[src/common/qad_pkg.sv]
// Purpose: Shared constants, types and helpers of the quadrature axis decoder.
// Assumes: One 50 MHz clock, AXI4-Lite register access, 8-bit byte address.
// Notes:   Offsets are byte addresses; each register is one aligned word.
package qad_pkg;

  localparam int unsigned QAD_AXES   = 3;
  localparam int unsigned QAD_TIMERS = 4;

  ////////////////////////////////////////////////////////////////////////////
  // Register map, byte offsets.
  localparam logic [7:0] QAD_OFS_CTRL   = 8'h00;
  localparam logic [7:0] QAD_OFS_DRIVE  = 8'h04;
  localparam logic [7:0] QAD_OFS_STATUS = 8'h08;
  localparam logic [7:0] QAD_OFS_TIMER  = 8'h10; // Two words per timer.
  localparam logic [7:0] QAD_OFS_COUNT  = 8'h30; // One word per axis.
  localparam logic [7:0] QAD_OFS_END    = 8'h3c;

  // Field positions.
  localparam int unsigned QAD_CTRL_RUN_BIT    = 0;
  localparam int unsigned QAD_CTRL_SEL_LSB    = 1;
  localparam int unsigned QAD_STAT_GLITCH_LSB = 10;

  // Reset values.
  localparam logic [6:0]  QAD_CTRL_RESET   = 7'h00;
  localparam logic [15:0] QAD_DRIVE_RESET  = 16'h0000;
  localparam logic [15:0] QAD_PERIOD_RESET = 16'hffff;
  localparam logic [15:0] QAD_EDGE_RESET   = 16'h0000;

  // AXI response codes.
  localparam logic [1:0] QAD_RESP_OKAY   = 2'b00;
  localparam logic [1:0] QAD_RESP_SLVERR = 2'b10;

  ////////////////////////////////////////////////////////////////////////////
  // Off condition of a drive output; code 2'b11 behaves as high impedance.
  typedef enum logic [1:0]
  {
    QAD_OFF_FLOAT = 2'b00,
    QAD_OFF_LOW   = 2'b01,
    QAD_OFF_HIGH  = 2'b10
  } qad_off_mode_t;

  // One nibble of the drive configuration register.
  typedef struct packed {
    qad_off_mode_t off_mode;
    logic          active_low;
    logic          enable;
  } qad_drive_cfg_t;

  // Settings of one PWM timer, as two register words.
  typedef struct packed {
    logic [15:0] off_time;
    logic [15:0] on_time;
    logic [15:0] sample_time;
    logic [15:0] period;
  } qad_timer_cfg_t;

  typedef enum logic [2:0]
  {
    QAD_REG_NONE,
    QAD_REG_CTRL,
    QAD_REG_DRIVE,
    QAD_REG_STATUS,
    QAD_REG_EDGES,
    QAD_REG_PACE,
    QAD_REG_COUNT
  } qad_reg_kind_t;

  typedef struct packed {
    qad_reg_kind_t kind;
    logic [1:0]    idx;
  } qad_sel_t;

  ////////////////////////////////////////////////////////////////////////////
  // Address decode shared by the read and the write path.
  function automatic qad_sel_t qad_decode(input logic [7:0] addr);
    qad_sel_t   s;
    logic [7:0] rel;
    rel    = addr - QAD_OFS_TIMER;
    s.kind = QAD_REG_NONE;
    s.idx  = rel[4:3];
    if (addr[7:2] == QAD_OFS_CTRL[7:2])
      s.kind = QAD_REG_CTRL;
    else if (addr[7:2] == QAD_OFS_DRIVE[7:2])
      s.kind = QAD_REG_DRIVE;
    else if (addr[7:2] == QAD_OFS_STATUS[7:2])
      s.kind = QAD_REG_STATUS;
    else if (addr >= QAD_OFS_TIMER && addr < QAD_OFS_COUNT)
      s.kind = rel[2] ? QAD_REG_PACE : QAD_REG_EDGES;
    else if (addr >= QAD_OFS_COUNT && addr < QAD_OFS_END)
    begin
      s.kind = QAD_REG_COUNT;
      s.idx  = addr[3:2];
    end
    return s;
  endfunction

  // Byte-lane merge of a write into the old register word.
  function automatic logic [31:0] qad_merge(input logic [31:0] old_v,
                                            input logic [31:0] new_v,
                                            input logic [3:0]  strb);
    logic [31:0] res;
    res = old_v;
    for (int i = 0; i < 4; i++)
    begin
      if (strb[i])
        res[8*i +: 8] = new_v[8*i +: 8];
    end
    return res;
  endfunction

endpackage

[src/qad_pwm_timer.sv]
// Purpose: One 16-bit PWM timer with an on window and a sample strobe.
// Assumes: Settings may change at any time; new values act next cycle.
// Notes:   Cycle length is period plus one clocks.
`timescale 1ns/1ns
module qad_pwm_timer
  import qad_pkg::*;
(
  input  wire logic           aclk,
  input  wire logic           aresetn,
  input  wire logic           run,
  input  wire qad_timer_cfg_t cfg,
  output logic                drive_on,
  output logic                sample_stb
);

  logic [15:0] cnt_reg;
  logic [15:0] cnt_next;
  logic        on_reg;
  logic        on_next;
  logic        stb_reg;
  logic        stb_next;
  wire         at_end     = cnt_reg >= cfg.period;
  wire         wrap       = cfg.off_time < cfg.on_time;
  wire         after_on   = cnt_reg >= cfg.on_time;
  wire         before_off = cnt_reg < cfg.off_time;

  ////////////////////////////////////////////////////////////////////////////
  // Free count per timer, cleared while stopped so restarts are repeatable.
  assign cnt_next = (!run || at_end) ? 16'h0000 : cnt_reg + 16'h0001;
  // A window with off before on wraps round the period end.
  assign on_next  = run && (wrap ? (after_on || before_off)
                                 : (after_on && before_off));
  assign stb_next = run && (cnt_reg == cfg.sample_time);

  always_ff @(posedge aclk)
  begin
    if (!aresetn)
    begin
      cnt_reg <= 16'h0000;
      on_reg  <= 1'b0;
      stb_reg <= 1'b0;
    end
    else
    begin
      cnt_reg <= cnt_next;
      on_reg  <= on_next;
      stb_reg <= stb_next;
    end
  end

  assign drive_on   = on_reg;
  assign sample_stb = stb_reg;
endmodule // qad_pwm_timer

[src/qad_quad_axis.sv]
// Purpose: Sample one quadrature pair and keep its signed displacement.
// Assumes: Phase inputs are synchronous to aclk.
// Notes:   Forward is phase a leading phase b; double changes count nothing.
`timescale 1ns/1ns
module qad_quad_axis
(
  input  wire logic        aclk,
  input  wire logic        aresetn,
  input  wire logic        sample_stb,
  input  wire logic        phase_a,
  input  wire logic        phase_b,
  input  wire logic        clear,
  output logic [15:0]      count,
  output logic [1:0]       phases,
  output logic             glitch
);

  logic [1:0]  state_reg;
  logic        primed_reg;
  logic [15:0] count_reg;
  logic [15:0] count_next;
  logic        glitch_reg;
  wire  [1:0]  now  = {phase_a, phase_b};
  // The first sample after reset only loads, so no false step is counted.
  wire         fwd  = sample_stb && primed_reg &&
                      now == {~state_reg[0], state_reg[1]};
  wire         rev  = sample_stb && primed_reg &&
                      now == {state_reg[0], ~state_reg[1]};
  wire         dbl  = sample_stb && primed_reg && now == ~state_reg;
  wire  [15:0] base = clear ? 16'h0000 : count_reg;

  ////////////////////////////////////////////////////////////////////////////
  // A clear in the same cycle as a step keeps the step.
  assign count_next = fwd ? base + 16'h0001 :
                      rev ? base - 16'h0001 : base;

  always_ff @(posedge aclk)
  begin
    if (!aresetn)
    begin
      state_reg  <= 2'b00;
      primed_reg <= 1'b0;
      count_reg  <= 16'h0000;
      glitch_reg <= 1'b0;
    end
    else
    begin
      state_reg  <= sample_stb ? now : state_reg;
      primed_reg <= primed_reg | sample_stb;
      count_reg  <= count_next;
      glitch_reg <= dbl;
    end
  end

  assign count  = count_reg;
  assign phases = state_reg;
  assign glitch = glitch_reg;
endmodule // qad_quad_axis

[src/qad_decoder_top.sv]
// Purpose: Three-axis quadrature decoder with four timed drive outputs.
// Assumes: AXI4-Lite master keeps at most one write and one read open.
// Notes:   Timers 0..2 pace the three axes; timer 3 only shapes output 3.
//
// The AXI4-Lite interface to the registers and the address map were left to the implementer.
`timescale 1ns/1ns
module qad_decoder_top
  import qad_pkg::*;
(
  input  wire logic        aclk,
  input  wire logic        aresetn,
  input  wire logic [7:0]  s_axi_awaddr,
  input  wire logic        s_axi_awvalid,
  output logic             s_axi_awready,
  input  wire logic [31:0] s_axi_wdata,
  input  wire logic [3:0]  s_axi_wstrb,
  input  wire logic        s_axi_wvalid,
  output logic             s_axi_wready,
  output logic [1:0]       s_axi_bresp,
  output logic             s_axi_bvalid,
  input  wire logic        s_axi_bready,
  input  wire logic [7:0]  s_axi_araddr,
  input  wire logic        s_axi_arvalid,
  output logic             s_axi_arready,
  output logic [31:0]      s_axi_rdata,
  output logic [1:0]       s_axi_rresp,
  output logic             s_axi_rvalid,
  input  wire logic        s_axi_rready,
  input  wire logic [1:0]  horizontal_phase_a,
  input  wire logic [1:0]  horizontal_phase_b,
  input  wire logic [1:0]  vertical_phase_a,
  input  wire logic [1:0]  vertical_phase_b,
  input  wire logic [1:0]  wheel_phase_a,
  input  wire logic [1:0]  wheel_phase_b,
  output logic [3:0]       high_current_drive_output,
  output logic [3:0]       high_current_drive_oe
);

  ////////////////////////////////////////////////////////////////////////////
  // Bus slave state.
  logic           awready_reg;
  logic           wready_reg;
  logic           aw_full_reg;
  logic           w_full_reg;
  logic [7:0]     awaddr_reg;
  logic [31:0]    wdata_reg;
  logic [3:0]     wstrb_reg;
  logic           bvalid_reg;
  logic [1:0]     bresp_reg;
  logic           arready_reg;
  logic           rvalid_reg;
  logic [31:0]    rdata_reg;
  logic [1:0]     rresp_reg;
  logic [31:0]    rd_word;

  // Block registers and state.
  logic [6:0]     ctrl_reg;
  logic [15:0]    drive_reg;
  logic [2:0]     glitch_reg;
  qad_timer_cfg_t timer_reg [QAD_TIMERS];
  logic [3:0]     hc_out_reg;
  logic [3:0]     hc_oe_reg;
  logic [3:0]     timer_on;
  logic [3:0]     timer_stb;
  logic [1:0]     pin_a [QAD_AXES];
  logic [1:0]     pin_b [QAD_AXES];
  logic [15:0]    axis_count [QAD_AXES];
  logic [1:0]     axis_phase [QAD_AXES];
  logic [2:0]     axis_glitch;
  logic [2:0]     count_hit;
  logic [3:0]     out_on;
  logic [3:0]     out_level;
  logic [3:0]     out_oe;
  qad_drive_cfg_t drive_cfg [QAD_TIMERS];

  ////////////////////////////////////////////////////////////////////////////
  // Write path: address and data are held apart and joined once both are in.
  wire        aw_take  = s_axi_awvalid && awready_reg;
  wire        w_take   = s_axi_wvalid && wready_reg;
  wire        wr_do    = aw_full_reg && w_full_reg && !bvalid_reg;
  wire        aw_full_next = aw_take || (aw_full_reg && !wr_do);
  wire        w_full_next  = w_take || (w_full_reg && !wr_do);
  wire        bvalid_next  = wr_do || (bvalid_reg && !s_axi_bready);
  wire qad_sel_t wr_sel    = qad_decode(awaddr_reg);
  wire        wr_ctrl  = wr_do && wr_sel.kind == QAD_REG_CTRL;
  wire        wr_drive = wr_do && wr_sel.kind == QAD_REG_DRIVE;
  wire        wr_stat  = wr_do && wr_sel.kind == QAD_REG_STATUS;
  wire [31:0] ctrl_new = qad_merge({25'h0, ctrl_reg}, wdata_reg, wstrb_reg);
  wire [31:0] drv_new  = qad_merge({16'h0, drive_reg}, wdata_reg, wstrb_reg);
  // Glitch flags clear by writing one; only a fully enabled byte counts.
  wire [2:0]  glitch_clr = wr_stat && wstrb_reg[1] ?
                           wdata_reg[QAD_STAT_GLITCH_LSB +: 3] : 3'b000;

  always_ff @(posedge aclk)
  begin
    if (!aresetn)
    begin
      awready_reg <= 1'b1;
      wready_reg  <= 1'b1;
      aw_full_reg <= 1'b0;
      w_full_reg  <= 1'b0;
      bvalid_reg  <= 1'b0;
      bresp_reg   <= QAD_RESP_OKAY;
    end
    else
    begin
      awready_reg <= !aw_full_next && !bvalid_next;
      wready_reg  <= !w_full_next && !bvalid_next;
      aw_full_reg <= aw_full_next;
      w_full_reg  <= w_full_next;
      bvalid_reg  <= bvalid_next;
      if (wr_do)
        bresp_reg <= wr_sel.kind == QAD_REG_NONE ? QAD_RESP_SLVERR
                                                 : QAD_RESP_OKAY;
    end
  end

  // Payload latches carry no control meaning, so they need no reset.
  always_ff @(posedge aclk)
  begin
    if (aw_take)
      awaddr_reg <= s_axi_awaddr;
    if (w_take)
    begin
      wdata_reg <= s_axi_wdata;
      wstrb_reg <= s_axi_wstrb;
    end
  end

  // Control, drive configuration and sticky glitch flags; a new glitch
  // beats a clear in the same cycle.
  always_ff @(posedge aclk)
  begin
    if (!aresetn)
    begin
      ctrl_reg   <= QAD_CTRL_RESET;
      drive_reg  <= QAD_DRIVE_RESET;
      glitch_reg <= 3'b000;
    end
    else
    begin
      ctrl_reg   <= wr_ctrl ? ctrl_new[6:0] : ctrl_reg;
      drive_reg  <= wr_drive ? drv_new[15:0] : drive_reg;
      glitch_reg <= axis_glitch | (glitch_reg & ~glitch_clr);
    end
  end

  ////////////////////////////////////////////////////////////////////////////
  // Read path: one read in flight, data latched at the address handshake.
  wire           ar_take     = s_axi_arvalid && arready_reg;
  wire           rvalid_next = ar_take || (rvalid_reg && !s_axi_rready);
  wire qad_sel_t rd_sel      = qad_decode(s_axi_araddr);
  wire [31:0]    status_word = {19'h0, glitch_reg,
                                axis_phase[2], axis_phase[1], axis_phase[0],
                                hc_out_reg};

  always_comb
  begin
    case (rd_sel.kind)
      QAD_REG_CTRL:   rd_word = {25'h0, ctrl_reg};
      QAD_REG_DRIVE:  rd_word = {16'h0, drive_reg};
      QAD_REG_STATUS: rd_word = status_word;
      QAD_REG_EDGES:  rd_word = timer_reg[rd_sel.idx][63:32];
      QAD_REG_PACE:   rd_word = timer_reg[rd_sel.idx][31:0];
      QAD_REG_COUNT:  rd_word = {16'h0, axis_count[rd_sel.idx]};
      default:        rd_word = 32'h0000_0000;
    endcase
  end

  always_ff @(posedge aclk)
  begin
    if (!aresetn)
    begin
      arready_reg <= 1'b1;
      rvalid_reg  <= 1'b0;
      rdata_reg   <= 32'h0000_0000;
      rresp_reg   <= QAD_RESP_OKAY;
    end
    else
    begin
      arready_reg <= !rvalid_next;
      rvalid_reg  <= rvalid_next;
      if (ar_take)
      begin
        rdata_reg <= rd_word;
        rresp_reg <= rd_sel.kind == QAD_REG_NONE ? QAD_RESP_SLVERR
                                                 : QAD_RESP_OKAY;
      end
    end
  end

  ////////////////////////////////////////////////////////////////////////////
  // Timers and drive outputs. Stopping the block parks every output in
  // its off condition; an output set to QAD_OFF_HIGH stays driven high while idle.
  wire run = ctrl_reg[QAD_CTRL_RUN_BIT];

  for (genvar k = 0; k < QAD_TIMERS; k++)
  begin : g_timer
    wire        hit_e = wr_do && wr_sel.kind == QAD_REG_EDGES &&
                        wr_sel.idx == 2'(k);
    wire        hit_p = wr_do && wr_sel.kind == QAD_REG_PACE &&
                        wr_sel.idx == 2'(k);
    wire [31:0] new_e = qad_merge(timer_reg[k][63:32], wdata_reg, wstrb_reg);
    wire [31:0] new_p = qad_merge(timer_reg[k][31:0], wdata_reg, wstrb_reg);

    always_ff @(posedge aclk)
    begin
      if (!aresetn)
        timer_reg[k] <= {QAD_EDGE_RESET, QAD_EDGE_RESET,
                         QAD_EDGE_RESET, QAD_PERIOD_RESET};
      else if (hit_e)
        timer_reg[k][63:32] <= new_e;
      else if (hit_p)
        timer_reg[k][31:0] <= new_p;
    end

    qad_pwm_timer u_timer (
      .aclk       (aclk),
      .aresetn    (aresetn),
      .run        (run),
      .cfg        (timer_reg[k]),
      .drive_on   (timer_on[k]),
      .sample_stb (timer_stb[k])
    );

    assign drive_cfg[k] = qad_drive_cfg_t'(drive_reg[4*k +: 4]);
    assign out_on[k]    = run && drive_cfg[k].enable && timer_on[k];
    assign out_level[k] = out_on[k] ? !drive_cfg[k].active_low
                        : drive_cfg[k].off_mode == QAD_OFF_HIGH;
    assign out_oe[k]    = out_on[k] || drive_cfg[k].off_mode == QAD_OFF_LOW
                        || drive_cfg[k].off_mode == QAD_OFF_HIGH;
  end

  always_ff @(posedge aclk)
  begin
    if (!aresetn)
    begin
      hc_out_reg <= 4'h0;
      hc_oe_reg  <= 4'h0;
    end
    else
    begin
      hc_out_reg <= out_level;
      hc_oe_reg  <= out_oe;
    end
  end

  ////////////////////////////////////////////////////////////////////////////
  // Axes: pin choice per phase, sampled on the strobe of the axis timer.
  assign pin_a[0] = horizontal_phase_a;
  assign pin_b[0] = horizontal_phase_b;
  assign pin_a[1] = vertical_phase_a;
  assign pin_b[1] = vertical_phase_b;
  assign pin_a[2] = wheel_phase_a;
  assign pin_b[2] = wheel_phase_b;

  for (genvar a = 0; a < QAD_AXES; a++)
  begin : g_axis
    wire sel_a = ctrl_reg[QAD_CTRL_SEL_LSB + 2*a];
    wire sel_b = ctrl_reg[QAD_CTRL_SEL_LSB + 2*a + 1];
    // Writing a count register clears it.
    assign count_hit[a] = wr_do && wr_sel.kind == QAD_REG_COUNT &&
                          wr_sel.idx == 2'(a);

    qad_quad_axis u_axis (
      .aclk       (aclk),
      .aresetn    (aresetn),
      .sample_stb (timer_stb[a]),
      .phase_a    (pin_a[a][sel_a]),
      .phase_b    (pin_b[a][sel_b]),
      .clear      (count_hit[a]),
      .count      (axis_count[a]),
      .phases     (axis_phase[a]),
      .glitch     (axis_glitch[a])
    );
  end

  assign s_axi_awready             = awready_reg;
  assign s_axi_wready              = wready_reg;
  assign s_axi_bvalid              = bvalid_reg;
  assign s_axi_bresp               = bresp_reg;
  assign s_axi_arready             = arready_reg;
  assign s_axi_rvalid              = rvalid_reg;
  assign s_axi_rdata               = rdata_reg;
  assign s_axi_rresp               = rresp_reg;
  assign high_current_drive_output = hc_out_reg;
  assign high_current_drive_oe     = hc_oe_reg;
endmodule // qad_decoder_top

[config.mk]
export PLATFORM = sky130hd
export DESIGN_NAME = qad_decoder_top
export DESIGN_NICKNAME = d
export VERILOG_FILES = /design/src/common/qad_pkg.sv /design/src/qad_pwm_timer.sv /design/src/qad_quad_axis.sv /design/src/qad_decoder_top.sv
export SDC_FILE = /design/constraint.sdc
export NUM_CORES = 1
export LEC_CHECK = 0
export BUFFER_PORTS_ARGS = -buffer_cell sky130_fd_sc_hd__buf_2
export CELL_PAD_IN_SITES_DETAIL_PLACEMENT = 0
export CELL_PAD_IN_SITES_GLOBAL_PLACEMENT = 1
export CORE_ASPECT_RATIO = 0.9
export CORE_MARGIN = 5
export CORE_UTILIZATION = 45
export DETAILED_ROUTE_END_ITERATION = 8
export GPL_ROUTABILITY_DRIVEN = 0
export PLACE_DENSITY = 0.82
export SYNTH_ARGS = -nofsm -noshare
export SYNTH_HDL_FRONTEND = slang
export SYNTH_SLANG_ARGS = --single-unit
[constraint.sdc]
create_clock -name aclk -period 4.95 [get_ports aclk]
set_input_delay 0.99 -clock aclk [delete_from_list [all_inputs] [get_ports aclk]]
set_output_delay 0.99 -clock aclk [all_outputs]
set_load 0.03 [all_outputs]
Yosys cells after proc, flatten, opt, wreduce, memory -nomap -nowiden
Memory sizes are Yosys's and may differ from the RTL's.
Index checks and enable logic that the tools add are counted.
{"block": "word_totals", "reg_bits": 252, "ramBits": 256, "inputBits": 71, "output_inout_bits": 49, "elab_cells": 384, "n_memories": 1}
{"block": "classes", "add_sub_neg": 12, "order_cmp": 31, "eq_ne": 39, "muxes": 125, "n_bitwise": 25, "n_reduce_logical": 109}
{"memory": "timer_reg", "depth": 4, "word_bits": 64, "rd": 5, "rd_clocked_by_memory_dff": 0, "write_ports": 4, "line": "qad_decoder_top.sv:60", "text": "qad_timer_cfg_t timer_reg [QAD_TIMERS];"}
{"op": "2-to-1 mux 32 bit", "n": 8}
{"op": "2-to-1 mux 8 bit", "n": 32}
{"op": "case mux 32 bit (6 select lines)", "n": 1}
{"op": "2-to-1 mux 16 bit", "n": 11}
{"op": "greater-or-equal comparator 16 bit", "n": 8}
{"op": "< comparator 16 bit", "n": 8}
{"op": "adder 16 x 1 -> 16 bit (second input constant)", "n": 7}
{"op": "logical AND 1 bit", "n": 64}
{"op": "2-to-1 mux 1 bit", "n": 51}
{"op": "equality test 16 bit", "n": 3}
{"op": "subtractor 16 x 1 -> 16 bit (second input constant)", "n": 3}
{"op": "binary-select mux 16 bit (select 2 bit)", "n": 1}
{"op": "< comparator 8 x 6 -> 1 bit (second input constant)", "n": 4}
{"op": "2-to-1 mux 3 bit", "n": 9}
{"op": "logical OR 1 bit", "n": 20}
{"op": "2-to-1 mux 2 bit", "n": 10}
{"op": "equality test 2 bit", "n": 9}
{"op": "equality test 3 bit (second input constant)", "n": 6}
{"op": "greater-or-equal comparator 8 x 5 -> 1 bit (second input constant)", "n": 2}
{"op": "greater-or-equal comparator 8 x 6 -> 1 bit (second input constant)", "n": 2}
{"op": "logical NOT 1 bit", "n": 13}
{"op": "equality test 2 bit (second input constant)", "n": 6}
{"op": "equality test 3 x 2 -> 1 bit (second input constant)", "n": 4}
{"op": "equality test 6 x 1 -> 1 bit (second input constant)", "n": 2}
{"op": "other kinds (19)", "n": 57}

Logic depth before layout (Yosys ltp)
{"block": "logic_depth", "word_depth": 15, "depth_mapped": 12, "mapped_depth_nobuf": 10}

Modules after synthesis
From an unflattened synthesis, not the netlist that was laid out.
{"block": "hier_totals", "hier_cells": 3018, "hier_area_um2": 30535.5}
{"mod": "qad_decoder_top", "n_inst": 1, "cells_per_inst": 1310, "area_each_um2": 16761.1, "seq_area_each_um2": 10450.0}
{"mod": "qad_pwm_timer", "n_inst": 4, "cells_per_inst": 292, "area_each_um2": 2366.0, "seq_area_each_um2": 360.3}
{"mod": "qad_quad_axis (g_axis[0].u_axis ...)", "n_inst": 2, "cells_per_inst": 179, "area_each_um2": 1412.6, "seq_area_each_um2": 400.4}
{"mod": "qad_quad_axis (g_axis[2].u_axis)", "n_inst": 1, "cells_per_inst": 182, "area_each_um2": 1485.2, "seq_area_each_um2": 400.4}

Worst setup path after synthesis
OpenSTA, ideal clock, no wires.
{"block": "synth_timing", "path_type": "register -> register", "from": "register bvalid_reg (netlist: s_axi_bvalid)", "to": "register g_axis[1].u_axis.count_reg[14]", "setup_time_ns": 0.120, "arrival_ns": 2.932, "t_required_ns": 4.830, "setup_slack_ns": 1.899, "path_stages_with_launch": 12, "period_less_slack_ns": 3.051, "cell_sequence": "dfxtp_1 and3b_1 clkbuf_1 nand4b_1 clkbuf_1 nand2_1 ha_1 inv_1 or4_4 buf_6 o311a_1 o31a_1"}
{"block": "synth_via", "elab_chain_cells": 8}
{"element": "start: declaration", "line": "qad_decoder_top.sv:48", "text": "logic bvalid_reg;"}
{"element": "start signal: assignment", "line": "qad_decoder_top.sv:111", "text": "bvalid_reg <= bvalid_next;"}
{"element": "logical NOT 1 bit (*)", "line": "qad_decoder_top.sv:80", "text": "wire wr_do = aw_full_reg && w_full_reg && !bvalid_reg;"}
{"element": "logical AND 1 bit (*)", "line": "qad_decoder_top.sv:80"}
{"element": "logical AND 1 bit (*) (2 in a row)", "line": "qad_decoder_top.sv:262", "text": "assign count_hit[a] = wr_do && wr_sel.kind == QAD_REG_COUNT &&"}
{"element": "2-to-1 mux 16 bit (*)", "line": "qad_quad_axis.sv:30", "text": "wire [15:0] base = clear ? 16'h0000 : count_reg;"}
{"element": "subtractor 16 x 1 -> 16 bit", "line": "qad_quad_axis.sv:35", "text": "rev ? base - 16'h0001 : base;"}
{"element": "2-to-1 mux 16 bit", "line": "qad_quad_axis.sv:35"}
{"element": "2-to-1 mux 16 bit (*)", "line": "qad_quad_axis.sv:34", "text": "assign count_next = fwd ? base + 16'h0001 :"}
{"element": "end signal: assignment", "line": "qad_quad_axis.sv:50", "text": "count_reg <= count_next;"}
{"element": "end: declaration", "line": "qad_quad_axis.sv:20", "text": "logic [15:0] count_reg;"}
Mark *: on every way between the ends. The rest lies on a longest branch, timed or not.
A chain may end at the register's enable or synchronous reset.

==> flow_summary.json <==
{
  "outcome": "finished clean",
  "area_growth_pct": 10.3,
  "cts_tree": "yes",
  "crit_path_max_incr_delay_ps": 860,
  "die_h_um": 257,
  "cp_slowest_cell": "or4_1",
  "routed_wl_mm": 105,
  "clock-sinks": 504,
  "rsz0062_at_grt": "no",
  "multi_input_area_mm2": 0.0160,
  "synth_area_leaders": "edfxtp_1 29%, dfxtp_1 13%, ha_1 11%",
  "synth_top_area_cell": "edfxtp_1",
  "antenna_found_initial": 5,
  "fin_tns_setup_ps": 0,
  "fmax_mhz": 274,
  "std_cell_rows": 90,
  "synth_warnings": 0,
  "postRouteAntennaNets": 0,
  "seq_area_frac_synth": 0.427,
  "timing.rr.end": "timer_reg[1][4]",
  "crit_chain": "nor2_2 > nand2_1 > or4_1 > nor3_4 > nand2_1 > nand2_1",
  "nets": 3665,
  "fillers": 6149,
  "port_buffers": 113,
  "synth.top_cells.by_count": "431 x nand2_1, 298 x edfxtp_1, 258 x ha_1, 222 x a21oi_1, 215 x inv_1",
  "cp-start-kind": "register",
  "r2r_cells": 6,
  "holdPathStages": 2,
  "start_util": 0.455,
  "largest_reg_flops": 256,
  "clock_latency_ps": 650,
  "vias": 25900,
  "postLayoutCellArea_mm2": 0.0337,
  "cts_root_buffer": "clkbuf_16",
  "cts.repair.resized": 0,
  "synthArstFlopShare": 0,
  "layout-drive-gt1-share": 0.0870,
  "htree_levels": 2,
  "viasPerCell": 6.09,
  "r2r-start": "awaddr_reg[7]",
  "cts_buffers": 55,
  "postCtsSetupBuffers": 0,
  "path_delay_family": "simple AND/OR/NAND/NOR gates",
  "path_clk_slew_ps": 60,
  "grt_overflow_total": 0,
  "peakVddDrop_v": 0.000239,
  "end_kind": "register",
  "setup_viol": 0,
  "hold_start": "g_axis[1].u_axis.glitch",
  "synth.distinct_cells": 98,
  "critPathLaunch": "awaddr_reg[7]",
  "finalCriticalPeriod_ps": 3640,
  "arrival_ps": 3910,
  "min_path_type": "register to register",
  "ys_ff_latch": 504,
  "die_area_mm2": 0.0733,
  "critPathMaxFanout": 18,
  "grt_pass1_vias": 23600,
  "io_pins": 120,
  "cp.required_ps": 5220,
  "clockBufferDepth": 3,
  "core_mm2": 0.0672,
  "max_cap_viol_count": 0,
  "cpMostUsedCell": "nand2_1",
  "routed_wire_length_per_instance_um": 24.8,
  "power.density_mw_per_mm2": 279,
  "postCtsHoldBufs": 0,
  "skew_ps": 37.6,
  "syn_area_mm2": 0.0306,
  "dp_hpwl_mm": 80.3,
  "synth_edf_count": 298,
  "min_delay_worst_endpoint": "glitch_reg[1]",
  "p_leak_nw": 14.7,
  "track_usage": 0.276,
  "grt_max_degree": 107,
  "grt_pass1_wl_mm": 155,
  "seq_area_mm2": 0.0131,
  "drt_iter0_drc": 3595,
  "yosysTopAreaCellShare": 0.293,
  "max_slew.worst_pin.slew_ps": 1250,
  "fin_crit_sh": 0.736,
  "slew_headroom": 0.159,
  "final-max-slew-violation-count": 0,
  "hold_violations": 0,
  "dr.pass1.iters": 6,
  "syn_avg_cell_area_um2": 9.30,
  "critPathBufInv": 0,
  "synth_flop_cell": "edfxtp_1",
  "syn_inst": 3290,
  "drc_errors": 0,
  "worstSetupPathType": "register to register",
  "place_area_mm2": 0.0320,
  "synth.most_common_cell": "nand2_1",
  "ff2ff_setup_slack_ps": 1310,
  "die_w_um": 285
}
[how the worst max path moves through the flow]
stage	end	slack [ps]	depth (start not counted)
2_1_floorplan	g_axis[1].u_axis.count[14]	1900	11
3_3_place_gp	s_axi_rdata[12]	1150	8
3_5_place_dp	s_axi_rdata[12]	1140	8
4_1_cts	timer_reg[1][2]	1390	6
5_1_grt	timer_reg[1][4]	1180	6
6_report	timer_reg[1][4]	1310	6
[where the power goes]
part	internal (mW)	leakage, nW	switching [mW]
Clock	2.30	0.863	1.79
Sequential	4.53	4.48	0.186
Combinational	0.193	9.36	0.404
[area by class of cell]
class                   instances  area share
clock buffers                  79      0.0462
inverters                     215      0.0239
flip-flops and latches        504       0.387
multi-input cells            2398       0.475
clock inverters                23     0.00619
diodes                          3    0.000222
repair buffers                162      0.0282
well taps                     874      0.0324
[metrics by stage]
stage / total power, mW / instances / hold WS, ps / util / setup slack, ps
after floorplan: 5.08 / 3291 / 413 / - / 1900
final: 9.41 / 4258 / 450 / 0.502 / 1310
after global placement: 5.37 / 4153 / 422 / 0.476 / 1150
after global routing: 9.68 / 4256 / 478 / 0.502 / 1180
after detailed placement: 5.38 / 4153 / 441 / 0.476 / 1140
after CTS: 9.43 / 4255 / 453 / 0.502 / 1390
[worst register-to-register path, cell delays in order, from the launching register on]
cell and delay (ps):
edfxtp_1 390, nor2_2 470, nand2_1 290, or4_1 860
nor3_4 780, nand2_1 120, nand2_1 350
[placed cells by master, fill, tap and decap left out, drive strengths merged, types with 15 or more instances in the layout]
| cell | instances |
|---|---|
| nand3 | 81 |
| a211oi | 28 |
| clkinv | 18 |
| a2111oi | 30 |
| nand4 | 40 |
| a21oi | 222 |
| xor2 | 79 |
| nor3 | 50 |
| dfxtp | 206 |
| or4 | 15 |
| edfxtp | 298 |
| nor4 | 57 |
| a221oi | 21 |
| nand2 | 431 |
| xnor2 | 57 |
| and2 | 88 |
| or3 | 28 |
| nor2b | 16 |
| and3 | 160 |
| nand2b | 73 |
| ha | 258 |
| a31oi | 22 |
| clkbuf | 79 |
| mux2i | 75 |
| o21ai | 125 |
| o22ai | 20 |
| buf | 162 |
| inv | 216 |
| nor2 | 168 |
| o21a | 33 |
| a21o | 45 |
[logic make-up after synthesis]
| logic type | synth area share |
|---|---|
| xor+xnor | 0.0396 |
| fa+ha+maj | 0.106 |
| buf+inv | 0.0497 |
| other cells | 0.000123 |
| compound gates | 0.143 |
| flops | 0.427 |
| mux | 0.0275 |
| simple gates | 0.207 |
[layer usage]
layer  up-vias  GRT usage  part of all wire
met5         -          0                 0
met2      1303      0.415              0.43
li1      12000          -                 -
met3       186     0.0582              0.11
met1     12400      0.401              0.42
met4         0     0.0861             0.033
Note: power is estimated with default switching activity, not from simulation.
